## src/pkg/pusl_pkg.sv

```systemverilog
// Package: constants for the power-up strap latch
package pusl_pkg;
	// ----------------------------------------
	// Bus geometry
	// ----------------------------------------
	localparam int PUSL_ADDR_W = 8;
	localparam int PUSL_DATA_W = 32;
	localparam int PUSL_STAT_W = 10;
	// ----------------------------------------
	// Register byte addresses
	// ----------------------------------------
	localparam logic [PUSL_ADDR_W-1:0] PUSL_STATUS_OFS = 8'h00;
	localparam logic [PUSL_ADDR_W-1:0] PUSL_CTRL_OFS = 8'h04;
	localparam logic [PUSL_ADDR_W-1:0] PUSL_ERR_OFS = 8'h08;
	// ----------------------------------------
	// Status field positions
	// ----------------------------------------
	localparam int PUSL_ST_OVERRIDE = 0;
	localparam int PUSL_ST_PORT_B = 1;
	localparam int PUSL_ST_PORT_C = 2;
	localparam int PUSL_ST_PORT_D = 3;
	localparam int PUSL_ST_RESERVED = 4;
	localparam int PUSL_ST_HALT = 5;
	localparam int PUSL_ST_PD_MAIN = 6;
	localparam int PUSL_ST_PD_RSV = 7;
	localparam int PUSL_ST_CORE_VALID = 8;
	localparam int PUSL_ST_RSM_VALID = 9;
	// ----------------------------------------
	// Control / error fields and reset values
	// ----------------------------------------
	localparam int PUSL_CTRL_MGMT_EN = 0;
	localparam int PUSL_ERR_RSV_HIGH = 0;
	localparam logic PUSL_STRAP_DEFAULT = 1'b0;
	localparam logic PUSL_PD_RESET = 1'b1;
	localparam logic PUSL_MGMT_EN_RESET = 1'b1;
	localparam logic PUSL_EDGE_PREV_RESET = 1'b0;
	localparam logic [PUSL_DATA_W-1:0] PUSL_ZERO_WORD = 32'h0000_0000;
	// ----------------------------------------
	// Management controller states (Gray along idle-bringup-run)
	// ----------------------------------------
	typedef enum logic [1:0] {
		PUSL_MG_IDLE = 2'h0,
		PUSL_MG_BRINGUP = 2'h1,
		PUSL_MG_RUN = 2'h3,
		PUSL_MG_HALT = 2'h2
	} pusl_mgmt_t;
endpackage : pusl_pkg

```

## src/pkg/pusl_if.sv

```systemverilog
// Interface: status and control between the strap core and its APB slave
`timescale 1ns/1ps
`default_nettype none
interface pusl_if;
	import pusl_pkg::*;
	logic [PUSL_STAT_W-1:0] status;
	logic err_flag;
	logic mgmt_enable;
	logic err_clear;
	modport core (output status, output err_flag, input mgmt_enable, input err_clear);
	modport bus (input status, input err_flag, output mgmt_enable, output err_clear);
endinterface : pusl_if
`default_nettype wire

```

## src/hw/pusl_top.sv

```systemverilog
// Power-up strap latch: samples board straps and turns them into configuration
//
// Overview of operation
// - The override strap is latched at core power-good rise; 0 keeps security, 1 disables it.
// - A latched override halts the management controller after bring-up and disables runtime features.
// - The port B detect strap is latched at core power-good rise; 1 means present.
// - The port C detect strap is latched at core power-good rise; 1 means present.
// - The port D detect strap is latched at core power-good rise; 1 means present.
// - Weak pull-downs on override and port straps are on while sampling, off after platform reset ends.
// - The reserved strap pull-down is released after resume reset deasserts.
`timescale 1ns/1ps
`default_nettype none
module pusl_top
	import pusl_pkg::*;
(
	// Clock and reset
	input wire logic clk,
	input wire logic reset,
	// APB slave
	input wire logic psel,
	input wire logic penable,
	input wire logic pwrite,
	input wire logic [PUSL_ADDR_W-1:0] paddr,
	input wire logic [PUSL_DATA_W-1:0] pwdata,
	output logic [PUSL_DATA_W-1:0] prdata,
	output logic pready,
	output logic pslverr,
	// Power and reset sequencing
	input wire logic core_power_good,
	input wire logic resume_reset_n,
	input wire logic platform_reset_n,
	input wire logic bringup_done,
	// Strap pins
	input wire logic descriptor_override_strap,
	input wire logic port_b_detect_strap,
	input wire logic port_c_detect_strap,
	input wire logic port_d_detect_strap,
	input wire logic reserved_low_strap,
	// Weak pull-down controls
	output logic strap_pulldown_en,
	output logic reserved_pulldown_en,
	// Configuration outputs
	output logic security_override,
	output logic port_b_present,
	output logic port_c_present,
	output logic port_d_present,
	output logic reserved_strap_error,
	output logic mgmt_halt,
	output logic mgmt_run,
	output logic runtime_mgmt_disable
);
	// ----------------------------------------
	// Sampling events
	// ----------------------------------------
	logic core_rise;
	logic core_fall;
	logic rsm_rise;
	logic rsm_fall;
	logic plat_rise;

	pusl_edge u_core_edge (
		.clk(clk),
		.reset(reset),
		.level(core_power_good),
		.rise(core_rise),
		.fall(core_fall)
	);

	pusl_edge u_rsm_edge (
		.clk(clk),
		.reset(reset),
		.level(resume_reset_n),
		.rise(rsm_rise),
		.fall(rsm_fall)
	);

	pusl_edge u_plat_edge (
		.clk(clk),
		.reset(reset),
		.level(platform_reset_n),
		.rise(plat_rise),
		.fall()
	);

	// ----------------------------------------
	// Core power-good straps
	// ----------------------------------------
	logic override_reg;
	logic port_b_reg;
	logic port_c_reg;
	logic port_d_reg;
	logic core_valid_reg;

	// Loaded only on the edge, so later pin wiggles cannot leak in
	always_ff @(posedge clk or posedge reset) begin
		if (reset) begin
			override_reg <= PUSL_STRAP_DEFAULT;
			port_b_reg <= PUSL_STRAP_DEFAULT;
			port_c_reg <= PUSL_STRAP_DEFAULT;
			port_d_reg <= PUSL_STRAP_DEFAULT;
			core_valid_reg <= 1'b0;
		end else if (core_rise) begin
			override_reg <= descriptor_override_strap;
			port_b_reg <= port_b_detect_strap;
			port_c_reg <= port_c_detect_strap;
			port_d_reg <= port_d_detect_strap;
			core_valid_reg <= 1'b1;
		end
	end

	assign security_override = override_reg;
	assign port_b_present = port_b_reg;
	assign port_c_present = port_c_reg;
	assign port_d_present = port_d_reg;
	assign runtime_mgmt_disable = override_reg;

	// ----------------------------------------
	// Resume reset strap
	// ----------------------------------------
	logic reserved_reg;
	logic rsm_valid_reg;
	logic err_reg;
	pusl_if u_if ();

	always_ff @(posedge clk or posedge reset) begin
		if (reset) begin
			reserved_reg <= PUSL_STRAP_DEFAULT;
			rsm_valid_reg <= 1'b0;
		end else if (rsm_rise) begin
			reserved_reg <= reserved_low_strap;
			rsm_valid_reg <= 1'b1;
		end
	end

	// A high sample is flagged; a new hit wins over a software clear
	wire err_set = rsm_rise & reserved_low_strap;

	always_ff @(posedge clk or posedge reset) begin
		if (reset) begin
			err_reg <= 1'b0;
		end else if (err_set) begin
			err_reg <= 1'b1;
		end else if (u_if.err_clear) begin
			err_reg <= 1'b0;
		end
	end

	assign reserved_strap_error = err_reg;

	// ----------------------------------------
	// Weak pull-downs
	// ----------------------------------------
	logic pd_main_reg;
	logic pd_rsv_reg;

	// Re-armed when power drops, so the next sampling window is covered
	always_ff @(posedge clk or posedge reset) begin
		if (reset) begin
			pd_main_reg <= PUSL_PD_RESET;
		end else if (plat_rise) begin
			pd_main_reg <= 1'b0;
		end else if (core_fall) begin
			pd_main_reg <= 1'b1;
		end
	end

	always_ff @(posedge clk or posedge reset) begin
		if (reset) begin
			pd_rsv_reg <= PUSL_PD_RESET;
		end else if (rsm_rise) begin
			pd_rsv_reg <= 1'b0;
		end else if (rsm_fall) begin
			pd_rsv_reg <= 1'b1;
		end
	end

	assign strap_pulldown_en = pd_main_reg;
	assign reserved_pulldown_en = pd_rsv_reg;

	// ----------------------------------------
	// Management controller sequencing
	// ----------------------------------------
	pusl_mgmt_t mg_reg;
	pusl_mgmt_t mg_next;

	always_comb begin
		mg_next = mg_reg;
		case (mg_reg)
			PUSL_MG_IDLE: begin
				if (core_rise) begin
					mg_next = PUSL_MG_BRINGUP;
				end
			end
			PUSL_MG_BRINGUP: begin
				if (core_fall) begin
					mg_next = PUSL_MG_IDLE;
				end else if (bringup_done) begin
					mg_next = override_reg ? PUSL_MG_HALT : PUSL_MG_RUN;
				end
			end
			PUSL_MG_RUN, PUSL_MG_HALT: begin
				if (core_fall) begin
					mg_next = PUSL_MG_IDLE;
				end
			end
			default: begin
				mg_next = PUSL_MG_IDLE;
			end
		endcase
	end

	always_ff @(posedge clk or posedge reset) begin
		if (reset) begin
			mg_reg <= PUSL_MG_IDLE;
		end else begin
			mg_reg <= mg_next;
		end
	end

	// Software can stop a running controller but never lift a halt
	assign mgmt_halt = (mg_reg == PUSL_MG_HALT);
	assign mgmt_run = (mg_reg == PUSL_MG_RUN) & u_if.mgmt_enable;

	// ----------------------------------------
	// Register block
	// ----------------------------------------
	always_comb begin
		u_if.status = '0;
		u_if.status[PUSL_ST_OVERRIDE] = override_reg;
		u_if.status[PUSL_ST_PORT_B] = port_b_reg;
		u_if.status[PUSL_ST_PORT_C] = port_c_reg;
		u_if.status[PUSL_ST_PORT_D] = port_d_reg;
		u_if.status[PUSL_ST_RESERVED] = reserved_reg;
		u_if.status[PUSL_ST_HALT] = mgmt_halt;
		u_if.status[PUSL_ST_PD_MAIN] = pd_main_reg;
		u_if.status[PUSL_ST_PD_RSV] = pd_rsv_reg;
		u_if.status[PUSL_ST_CORE_VALID] = core_valid_reg;
		u_if.status[PUSL_ST_RSM_VALID] = rsm_valid_reg;
	end

	assign u_if.err_flag = err_reg;

	pusl_apb u_apb (
		.clk(clk),
		.reset(reset),
		.psel(psel),
		.penable(penable),
		.pwrite(pwrite),
		.paddr(paddr),
		.pwdata(pwdata),
		.prdata(prdata),
		.pready(pready),
		.pslverr(pslverr),
		.regs(u_if.bus)
	);

	// ----------------------------------------
	// Checks
	// ----------------------------------------
	chk_override_latch: assert property (@(posedge clk) disable iff (reset)
		core_rise |=> security_override == $past(descriptor_override_strap))
		else $error("override strap not latched at power-good rise");

	chk_port_b_latch: assert property (@(posedge clk) disable iff (reset)
		core_rise |=> port_b_present == $past(port_b_detect_strap))
		else $error("port B strap not latched");

	chk_port_c_latch: assert property (@(posedge clk) disable iff (reset)
		core_rise |=> port_c_present == $past(port_c_detect_strap))
		else $error("port C strap not latched");

	chk_port_d_latch: assert property (@(posedge clk) disable iff (reset)
		core_rise |=> port_d_present == $past(port_d_detect_strap))
		else $error("port D strap not latched");

	chk_halt_after_bringup: assert property (@(posedge clk) disable iff (reset)
		(mg_reg == PUSL_MG_BRINGUP) && bringup_done && !core_fall && override_reg
		|=> mgmt_halt && !mgmt_run && runtime_mgmt_disable)
		else $error("management controller not halted under override");

	chk_pulldown_release: assert property (@(posedge clk) disable iff (reset)
		plat_rise |=> !strap_pulldown_en ##1 (strap_pulldown_en == $past(core_fall)))
		else $error("strap pull-down not released after platform reset");

	chk_reserved_sample: assert property (@(posedge clk) disable iff (reset)
		rsm_rise && reserved_low_strap |=> reserved_strap_error [*2])
		else $error("reserved strap high sample not flagged");

	chk_reserved_release: assert property (@(posedge clk) disable iff (reset)
		rsm_rise |=> !reserved_pulldown_en)
		else $error("reserved pull-down not released");

	chk_latch_hold: assert property (@(posedge clk) disable iff (reset)
		!core_rise && !rsm_rise |=> $stable({security_override, port_b_present,
			port_c_present, port_d_present, reserved_reg}))
		else $error("latched strap changed without a sampling edge");
endmodule : pusl_top
`default_nettype wire

```

## src/hw/pusl_edge.sv

```systemverilog
// Edge detector: one-cycle pulses on rise and fall of a synchronous level
`timescale 1ns/1ps
`default_nettype none
module pusl_edge
	import pusl_pkg::*;
(
	// Clock and reset
	input wire logic clk,
	input wire logic reset,
	// Level in
	input wire logic level,
	// Pulses out
	output logic rise,
	output logic fall
);
	logic prev_reg;

	always_ff @(posedge clk or posedge reset) begin
		if (reset) begin
			prev_reg <= PUSL_EDGE_PREV_RESET;
		end else begin
			prev_reg <= level;
		end
	end

	assign rise = level & ~prev_reg;
	assign fall = ~level & prev_reg;
endmodule : pusl_edge
`default_nettype wire

```

## src/hw/pusl_apb.sv

```systemverilog
// APB slave: status, control and error registers of the strap latch
`timescale 1ns/1ps
`default_nettype none
module pusl_apb
	import pusl_pkg::*;
(
	// Clock and reset
	input wire logic clk,
	input wire logic reset,
	// APB slave
	input wire logic psel,
	input wire logic penable,
	input wire logic pwrite,
	input wire logic [PUSL_ADDR_W-1:0] paddr,
	input wire logic [PUSL_DATA_W-1:0] pwdata,
	output logic [PUSL_DATA_W-1:0] prdata,
	output logic pready,
	output logic pslverr,
	// Core side
	pusl_if.bus regs
);
	function automatic logic is_reg(input logic [PUSL_ADDR_W-1:0] a,
		input logic [PUSL_ADDR_W-1:0] ofs);
		is_reg = (a == ofs);
	endfunction : is_reg

	logic mgmt_en_reg;
	logic [PUSL_DATA_W-1:0] prdata_reg;
	logic [PUSL_DATA_W-1:0] rd_next;
	wire hit_status = is_reg(paddr, PUSL_STATUS_OFS);
	wire hit_ctrl = is_reg(paddr, PUSL_CTRL_OFS);
	wire hit_err = is_reg(paddr, PUSL_ERR_OFS);
	wire mapped = hit_status | hit_ctrl | hit_err;
	wire setup = psel & ~penable;
	wire wr_done = psel & penable & pready & pwrite & mapped;

	// Zero wait states: data is fetched in the setup cycle
	assign pready = 1'b1;
	assign pslverr = psel & penable & ~mapped;
	assign prdata = prdata_reg;
	assign regs.mgmt_enable = mgmt_en_reg;
	assign regs.err_clear = wr_done & hit_err & pwdata[PUSL_ERR_RSV_HIGH];

	always_comb begin
		rd_next = PUSL_ZERO_WORD;
		if (hit_status) begin
			rd_next[PUSL_STAT_W-1:0] = regs.status;
		end else if (hit_ctrl) begin
			rd_next[PUSL_CTRL_MGMT_EN] = mgmt_en_reg;
		end else if (hit_err) begin
			rd_next[PUSL_ERR_RSV_HIGH] = regs.err_flag;
		end
	end

	always_ff @(posedge clk or posedge reset) begin
		if (reset) begin
			prdata_reg <= PUSL_ZERO_WORD;
		end else if (setup) begin
			prdata_reg <= rd_next;
		end
	end

	always_ff @(posedge clk or posedge reset) begin
		if (reset) begin
			mgmt_en_reg <= PUSL_MGMT_EN_RESET;
		end else if (wr_done & hit_ctrl) begin
			mgmt_en_reg <= pwdata[PUSL_CTRL_MGMT_EN];
		end
	end
endmodule : pusl_apb
`default_nettype wire

```

## config.mk

```make
export PLATFORM = sky130hd
export DESIGN_NAME = pusl_top
export DESIGN_NICKNAME = d
export VERILOG_FILES = /design/src/pkg/pusl_pkg.sv /design/src/pkg/pusl_if.sv /design/src/hw/pusl_top.sv /design/src/hw/pusl_edge.sv /design/src/hw/pusl_apb.sv
export SDC_FILE = /design/constraint.sdc
export NUM_CORES = 1
export LEC_CHECK = 0
export ABC_AREA = 0
export BUFFER_PORTS_ARGS = -buffer_cell sky130_fd_sc_hd__buf_2
export CORE_ASPECT_RATIO = 1.1
export CORE_MARGIN = 2
export CORE_UTILIZATION = 42
export DETAILED_ROUTE_END_ITERATION = 10
export GPL_ROUTABILITY_DRIVEN = 0
export PLACE_DENSITY = 0.83
export SLEW_MARGIN = 20
export SYNTH_ARGS = -nofsm -noshare
export SYNTH_HDL_FRONTEND = slang
export SYNTH_SLANG_ARGS = --single-unit
```

## constraint.sdc

```tcl
create_clock -name clk -period 2.35 [get_ports clk]
set_input_delay 0.235 -clock clk [delete_from_list [all_inputs] [get_ports clk]]
set_output_delay 0.235 -clock clk [all_outputs]
set_load 0.05 [all_outputs]
```

==> flow_summary.toml, run 1 <==
[logic_synthesis]
synth-async-reset-ratio_pct = 100
synth_edf_count = 0
yosysUniqueCellTypes = 27
synth_cells = 129
synth_ff_type = "dfrtp_1"
synth_largest_area_cell = "dfrtp_1"
yosysTopAreaCellShare_pct = 44.5
netlist_area_um2 = 1290
ys_top_cells_by_area = "dfrtp_1 45%, buf_4 14%, dfstp_2 6.1%"
yosys-top-cells-count = "24 x buf_4, 23 x dfrtp_1, 21 x nand2_1"
ys.warnings.count = 0
ys_ff_latch = 26
yosysMostFrequentCell = "buf_4"
synth.avg_cell_area_um2 = 10.0
synth_seq_area_share_pct = 50.6

[pwr]
vdd_drop_max_mv = 0.431
p_per_area_nw_per_um2 = 649
power_uw = 970
leakage_uw = 0.000781

[global_route]
grt_util_all_layers_pct = 14.6
antenna_found_initial = 0
grt_pass1_wl_um = 4060
grt_pass1_vias = 911
grt_max_degree = 27
grt.overflow.total = 0

[cells_and_area]
area_growth_pct = 15.7
fillers = 301
antenna_cells = 0
layout-drive-gt1-share_pct = 34.5
largest_reg_flops = 10
final_nets = 230

[clocking]
post-cts-setup-buffers = 0
clkLatencyLatePin_ps = 310
cts-root-buf = "clkbuf_4"
cts-hold-fix-buffers = 1
cts_buffers = 3
clock_sinks = 26
cts_resized = 0
clock_path_buffers = 2
cts_tree = "yes"
htreeDepth = 1
path_clk_slew_ps = 130

[die]
initial_core_util_pct = 43.1
ios = 98
rows = 21
core_um2 = 3000
die_h_um = 62.2
die_area_um2 = 3540
die_x_um = 56.9

[routing]
dr.pass1.iters = 2
routed_wl_um = 2390
vias_per_cell = 4.56
vias = 949
drc = 0
drtAntennaViolNets = 0
drtIter0Drc = 6
routedWlPerCell_um = 11.5

[setup_path]
cp-start-kind = "register"
crit_path_cell_trace = "and3_1 > buf_2"
cp_max_fo = 3
reg2reg_from = "u_core_edge.prev_reg"
critPathKind = "register to output pin"
crit_path_end_kind = "output pin"
cpPeakStageDelay_ps = 560
cpMaxStageDelayCell = "dfstp_2"
crit_required_ps = 2120
critPathLaunch = "u_apb.regs.mgmt_enable"
reg2reg_to = "port_c_present"
r2r_setup_slack_ps = 1010
arrival_ps = 1280
r2r_cells = 2

[min_path]
hp-start = "resume_reset_n"
whs_endpoint = "u_rsm_edge.prev_reg"
worstHoldPathCells = 1
hp-class = "primary input to register"

[sta]
slew_viol_final = 0
hold_viol_final = 0
timing.fmax_mhz = 659
period_share_pct = 64.5
tns_ps = 0
setup_viol_count_final = 0
relSlewSlack_pct = 60.2
finClkSkew_ps = 3.55
layout_setup_ws_ps = 833
rsz0062_at_grt = "no"
fin_crit_ps = 1520
tightest_slew_ps = 596

[placement]
dpl_worst_slack_ps = 948
hpwl_um = 1810
io_buffers = 43

[outcome]
outcome = "finished, final reports clean"

[run]
max_cap_violations = 0
==> per-layer routing <==
layer	vias up	global-route usage (%)	wire length, um
li1	466	-	-
met1	448	18.8	1000
met2	33	23.9	1230
met3	2	3.13	136
met4	0	5.23	12
met5	-	0	0
==> placed cells by master, fill, tap and decap left out <==
cell           netlist  layout
a21oi_1              5       5
a22o_1               1       1
a32o_1               1       1
and2_2               1       1
and3_1               2       2
and3b_1              1       1
buf_2                0      43
buf_4               24       1
clkbuf_1             1       1
clkbuf_4             0       3
conb_1               2      23
dfrtp_1             23      23
dfstp_2              3       3
dlygate4sd3_1        0       2
ha_1                 1       1
inv_1                4       4
mux2_2               6       6
mux2i_1              1       1
nand2_1             21      21
nand2b_1             2       2
nand3_1              1       1
nand4_1              2       2
nand4b_1             1       1
nor2_1               5       5
nor2b_1              6       6
nor4_4               1       1
o21ai_0             10      10
o31ai_1              1       1
or2_2                2       2
==> cell type report <==
type | count | area (um^2) | share of cell area [%]
well taps | 34 | 42.5 | 2.85
inverters | 4 | 15.0 | 1.00
repair buffers | 46 | 243 | 16.2
clock buffers | 4 | 26.3 | 1.76
flip-flops and latches | 26 | 654 | 43.8
multi-input cells | 94 | 514 | 34.4
==> how the worst max path moves through the flow <==
stage	endpoint	slack, ps	cells past startpoint
after floorplan	u_apb.prdata[5]	890	3
after global placement	u_apb.prdata[7]	940	4
after detailed placement	u_apb.prdata[7]	950	4
after CTS	mgmt_run	810	2
after global routing	mgmt_run	760	2
final	mgmt_run	830	2
==> where the power goes <==
group | switching, uW | total, uW | internal [uW]
Combinational | 217 | 280 | 62.4
Clock | 124 | 190 | 66.2
Sequential | 22.8 | 501 | 478
Total | 364 | 970 | 607
==> stage by stage <==
step	utilization, %	cell area, um^2	cells	hold slack, ps
after global routing	49.9	1500	208	12.5
after CTS	49.6	1490	207	22.2
after global placement	48.4	1450	202	299
after detailed placement	48.4	1450	202	308
after floorplan	-	1370	150	266
final	49.9	1500	208	37.6
==> critical path, delay by kind of cell, from the launching register on <==
family	cells	cell delay, ps
flip-flops	1	560
buffers and inverters	1	260
AND/OR/NAND/NOR	1	150
==> cell families (layout without fill, tap and decap cells) <==
| logic type | Yosys count | count (layout) | share of synthesized area (%) |
|---|---|---|---|
| buffers and inverters | 30 | 54 | 15.7 |
| other | 2 | 23 | 0.581 |
| AOI/OAI and AO/OA | 18 | 18 | 7.84 |
| and+or+nand+nor | 45 | 45 | 18.3 |
| adders and majority gates | 1 | 1 | 0.968 |
| DFF | 26 | 26 | 50.6 |
| muxes | 7 | 7 | 6.00 |
Note: power is estimated with default switching activity, not from simulation.
==> run 2, diff against run 1 <==
--- a/config.mk
+++ b/config.mk
@@ -9,10 +9,10 @@
 export BUFFER_PORTS_ARGS = -buffer_cell sky130_fd_sc_hd__buf_2
 export CORE_ASPECT_RATIO = 1.1
 export CORE_MARGIN = 2
-export CORE_UTILIZATION = 42
+export CORE_UTILIZATION = 36
 export DETAILED_ROUTE_END_ITERATION = 10
 export GPL_ROUTABILITY_DRIVEN = 0
-export PLACE_DENSITY = 0.83
+export PLACE_DENSITY = 0.75
 export SLEW_MARGIN = 20
 export SYNTH_ARGS = -nofsm -noshare
 export SYNTH_HDL_FRONTEND = slang
==> constraint.sdc (replaced) <==
create_clock -name clk -period 1.35 [get_ports clk]
set_input_delay 0.135 -clock clk [delete_from_list [all_inputs] [get_ports clk]]
set_output_delay 0.135 -clock clk [all_outputs]
set_load 0.05 [all_outputs]
==> flow_summary.toml, run 2 (same netlist as run 1, synthesis figures left out) <==
[outcome]
outcome = "finished, final reports clean"

[clocking]
htreeDepth = 1
clock_sinks = 26
cts_buffers = 3
clock_path_buffers = 2
cts_tree = "yes"
post-cts-setup-buffers = 0
path_clk_slew_ps = 130
cts-root-buf = "clkbuf_4"
clkLatencyLatePin_ps = 310

[pwr]
pwr-share-seq_pct = 49.7
swShare_pct = 36.2
leakage_uw = 0.000815
combPwrFrac_pct = 28.6
power_uw = 1760
vdd_drop_max_mv = 0.529
clkPwrFrac_pct = 21.7
p_per_area_nw_per_um2 = 1100
p_int_uw = 1120
p_sw_uw = 636

[routing]
routed_wl_um = 2390
drtIter0Drc = 14
drtAntennaViolNets = 0
routedWlPerCell_um = 10.5
drc = 0
vias = 958
vias_per_cell = 4.20
dr.pass1.iters = 4

[placement]
dpl_worst_slack_ps = 113
io_buffers = 43
hpwl_um = 1900

[setup_path]
cp_max_fo = 3
critPathKind = "register to output pin"
crit_required_ps = 1220
reg2reg_from = "u_core_edge.prev_reg"
crit_path_end_kind = "output pin"
arrival_ps = 1210
critPathLaunch = "u_apb.regs.mgmt_enable"
cp-start-kind = "register"

[sta]
fin_crit_ps = 1350
layout_setup_ws_ps = 0.380
rsz0062_at_grt = "yes"
period_share_pct = 100
hold_viol_final = 0
timing.fmax_mhz = 741
finClkSkew_ps = 2.87
setup_viol_count_final = 0
slew_viol_final = 0
tns_ps = 0
hold_ws_ps = 42.6

[die]
die_x_um = 61.1
core_um2 = 3390
die_area_um2 = 4090
die_h_um = 66.8
rows = 22
ios = 98
initial_core_util_pct = 38.2

[cells_and_area]
fillers = 355
layout_commonest_cell = "buf_2"
final_nets = 236
antenna_cells = 0
largest_reg_flops = 10
layout_common_cells = "41 x buf_2, 23 x conb_1, 23 x dfrtp_1"
area_growth_pct = 23.2
layout-drive-gt1-share_pct = 37.2

[global_route]
grt.overflow.total = 0
grt_util_all_layers_pct = 12.3
grt_max_degree = 27
antenna_found_initial = 0
grt_pass1_vias = 846
grt_pass1_wl_um = 3730

[run]
max_cap_violations = 0

[min_path]
hp-class = "primary input to register"
hp-start = "descriptor_override_strap"
run 2: cell types whose count changed in the layout (fill, tap and decap cells not counted):
cell           delta
clkbuf_1          -1
nor2b_1           -1
and3_1            -1
buf_2             -2
buf_4             +5
dlygate4sd3_1     +2
and3_4            +1
clkbuf_8          +1
buf_8             +1
nor2b_2           +1
run 2: timing repair:
action	4_1_cts	5_1_grt
resized for setup	5	0
hold buffers	4	0
setup endpoints to repair	2	1
endpoints found under the hold margin	27	0
run 2: layout make-up:
type                       instances  area, um^2  area share (%)
multi-input combinational         94         522            32.8
inverter                           4        15.0           0.943
sequential                        26         654            41.1
clock buffer                       4        36.3            2.28
timing repair buffer              52         305            19.2
tap                               48        60.1            3.77
run 2: worst paths after layout:
kind	to	slack [ps]	cells past startpoint
worst max-delay path	mgmt_run	0.4	2
worst min-delay path	runtime_mgmt_disable	40	2
worst max register to register	port_c_present	130	3
worst min register to register	strap_pulldown_en	470	2
max in group asynchronous	reserved_pulldown_en	670	4
min in group asynchronous	port_c_present	390	4
run 2: through the flow:
stage                     instances  area, um^2  util [%]
final                           228        1590      47.0
after global routing            228        1590      47.0
after CTS                       228        1590      47.0
after detailed placement        220        1500      44.3
after global placement          220        1500      44.3
after floorplan                 150        1370         -
run 2: power by group through the flow:
| stage | logic (uW) | clock network, uW | registers, uW |
|---|---|---|---|
| 2_1_floorplan | 347 | 0 | 974 |
| 3_3_place_gp | 487 | 0 | 885 |
| 3_5_place_dp | 493 | 0 | 888 |
| 4_1_cts | 507 | 404 | 874 |
| 5_1_grt | 534 | 427 | 881 |
| 6_report | 503 | 381 | 873 |
run 2: per-layer routing:
layer | up-vias | part of all wire [%] | track usage, %
met3 | 2 | 5.5 | 2.33
met4 | 0 | 0.55 | 4.08
li1 | 483 | - | -
met2 | 31 | 54 | 21.4
met1 | 442 | 40 | 14.9
met5 | - | 0 | 0
run 2: critical path, cell delays in order (launching register included):
cell,delay [ps]
dfstp_2,570
and3_4,190
buf_8,140
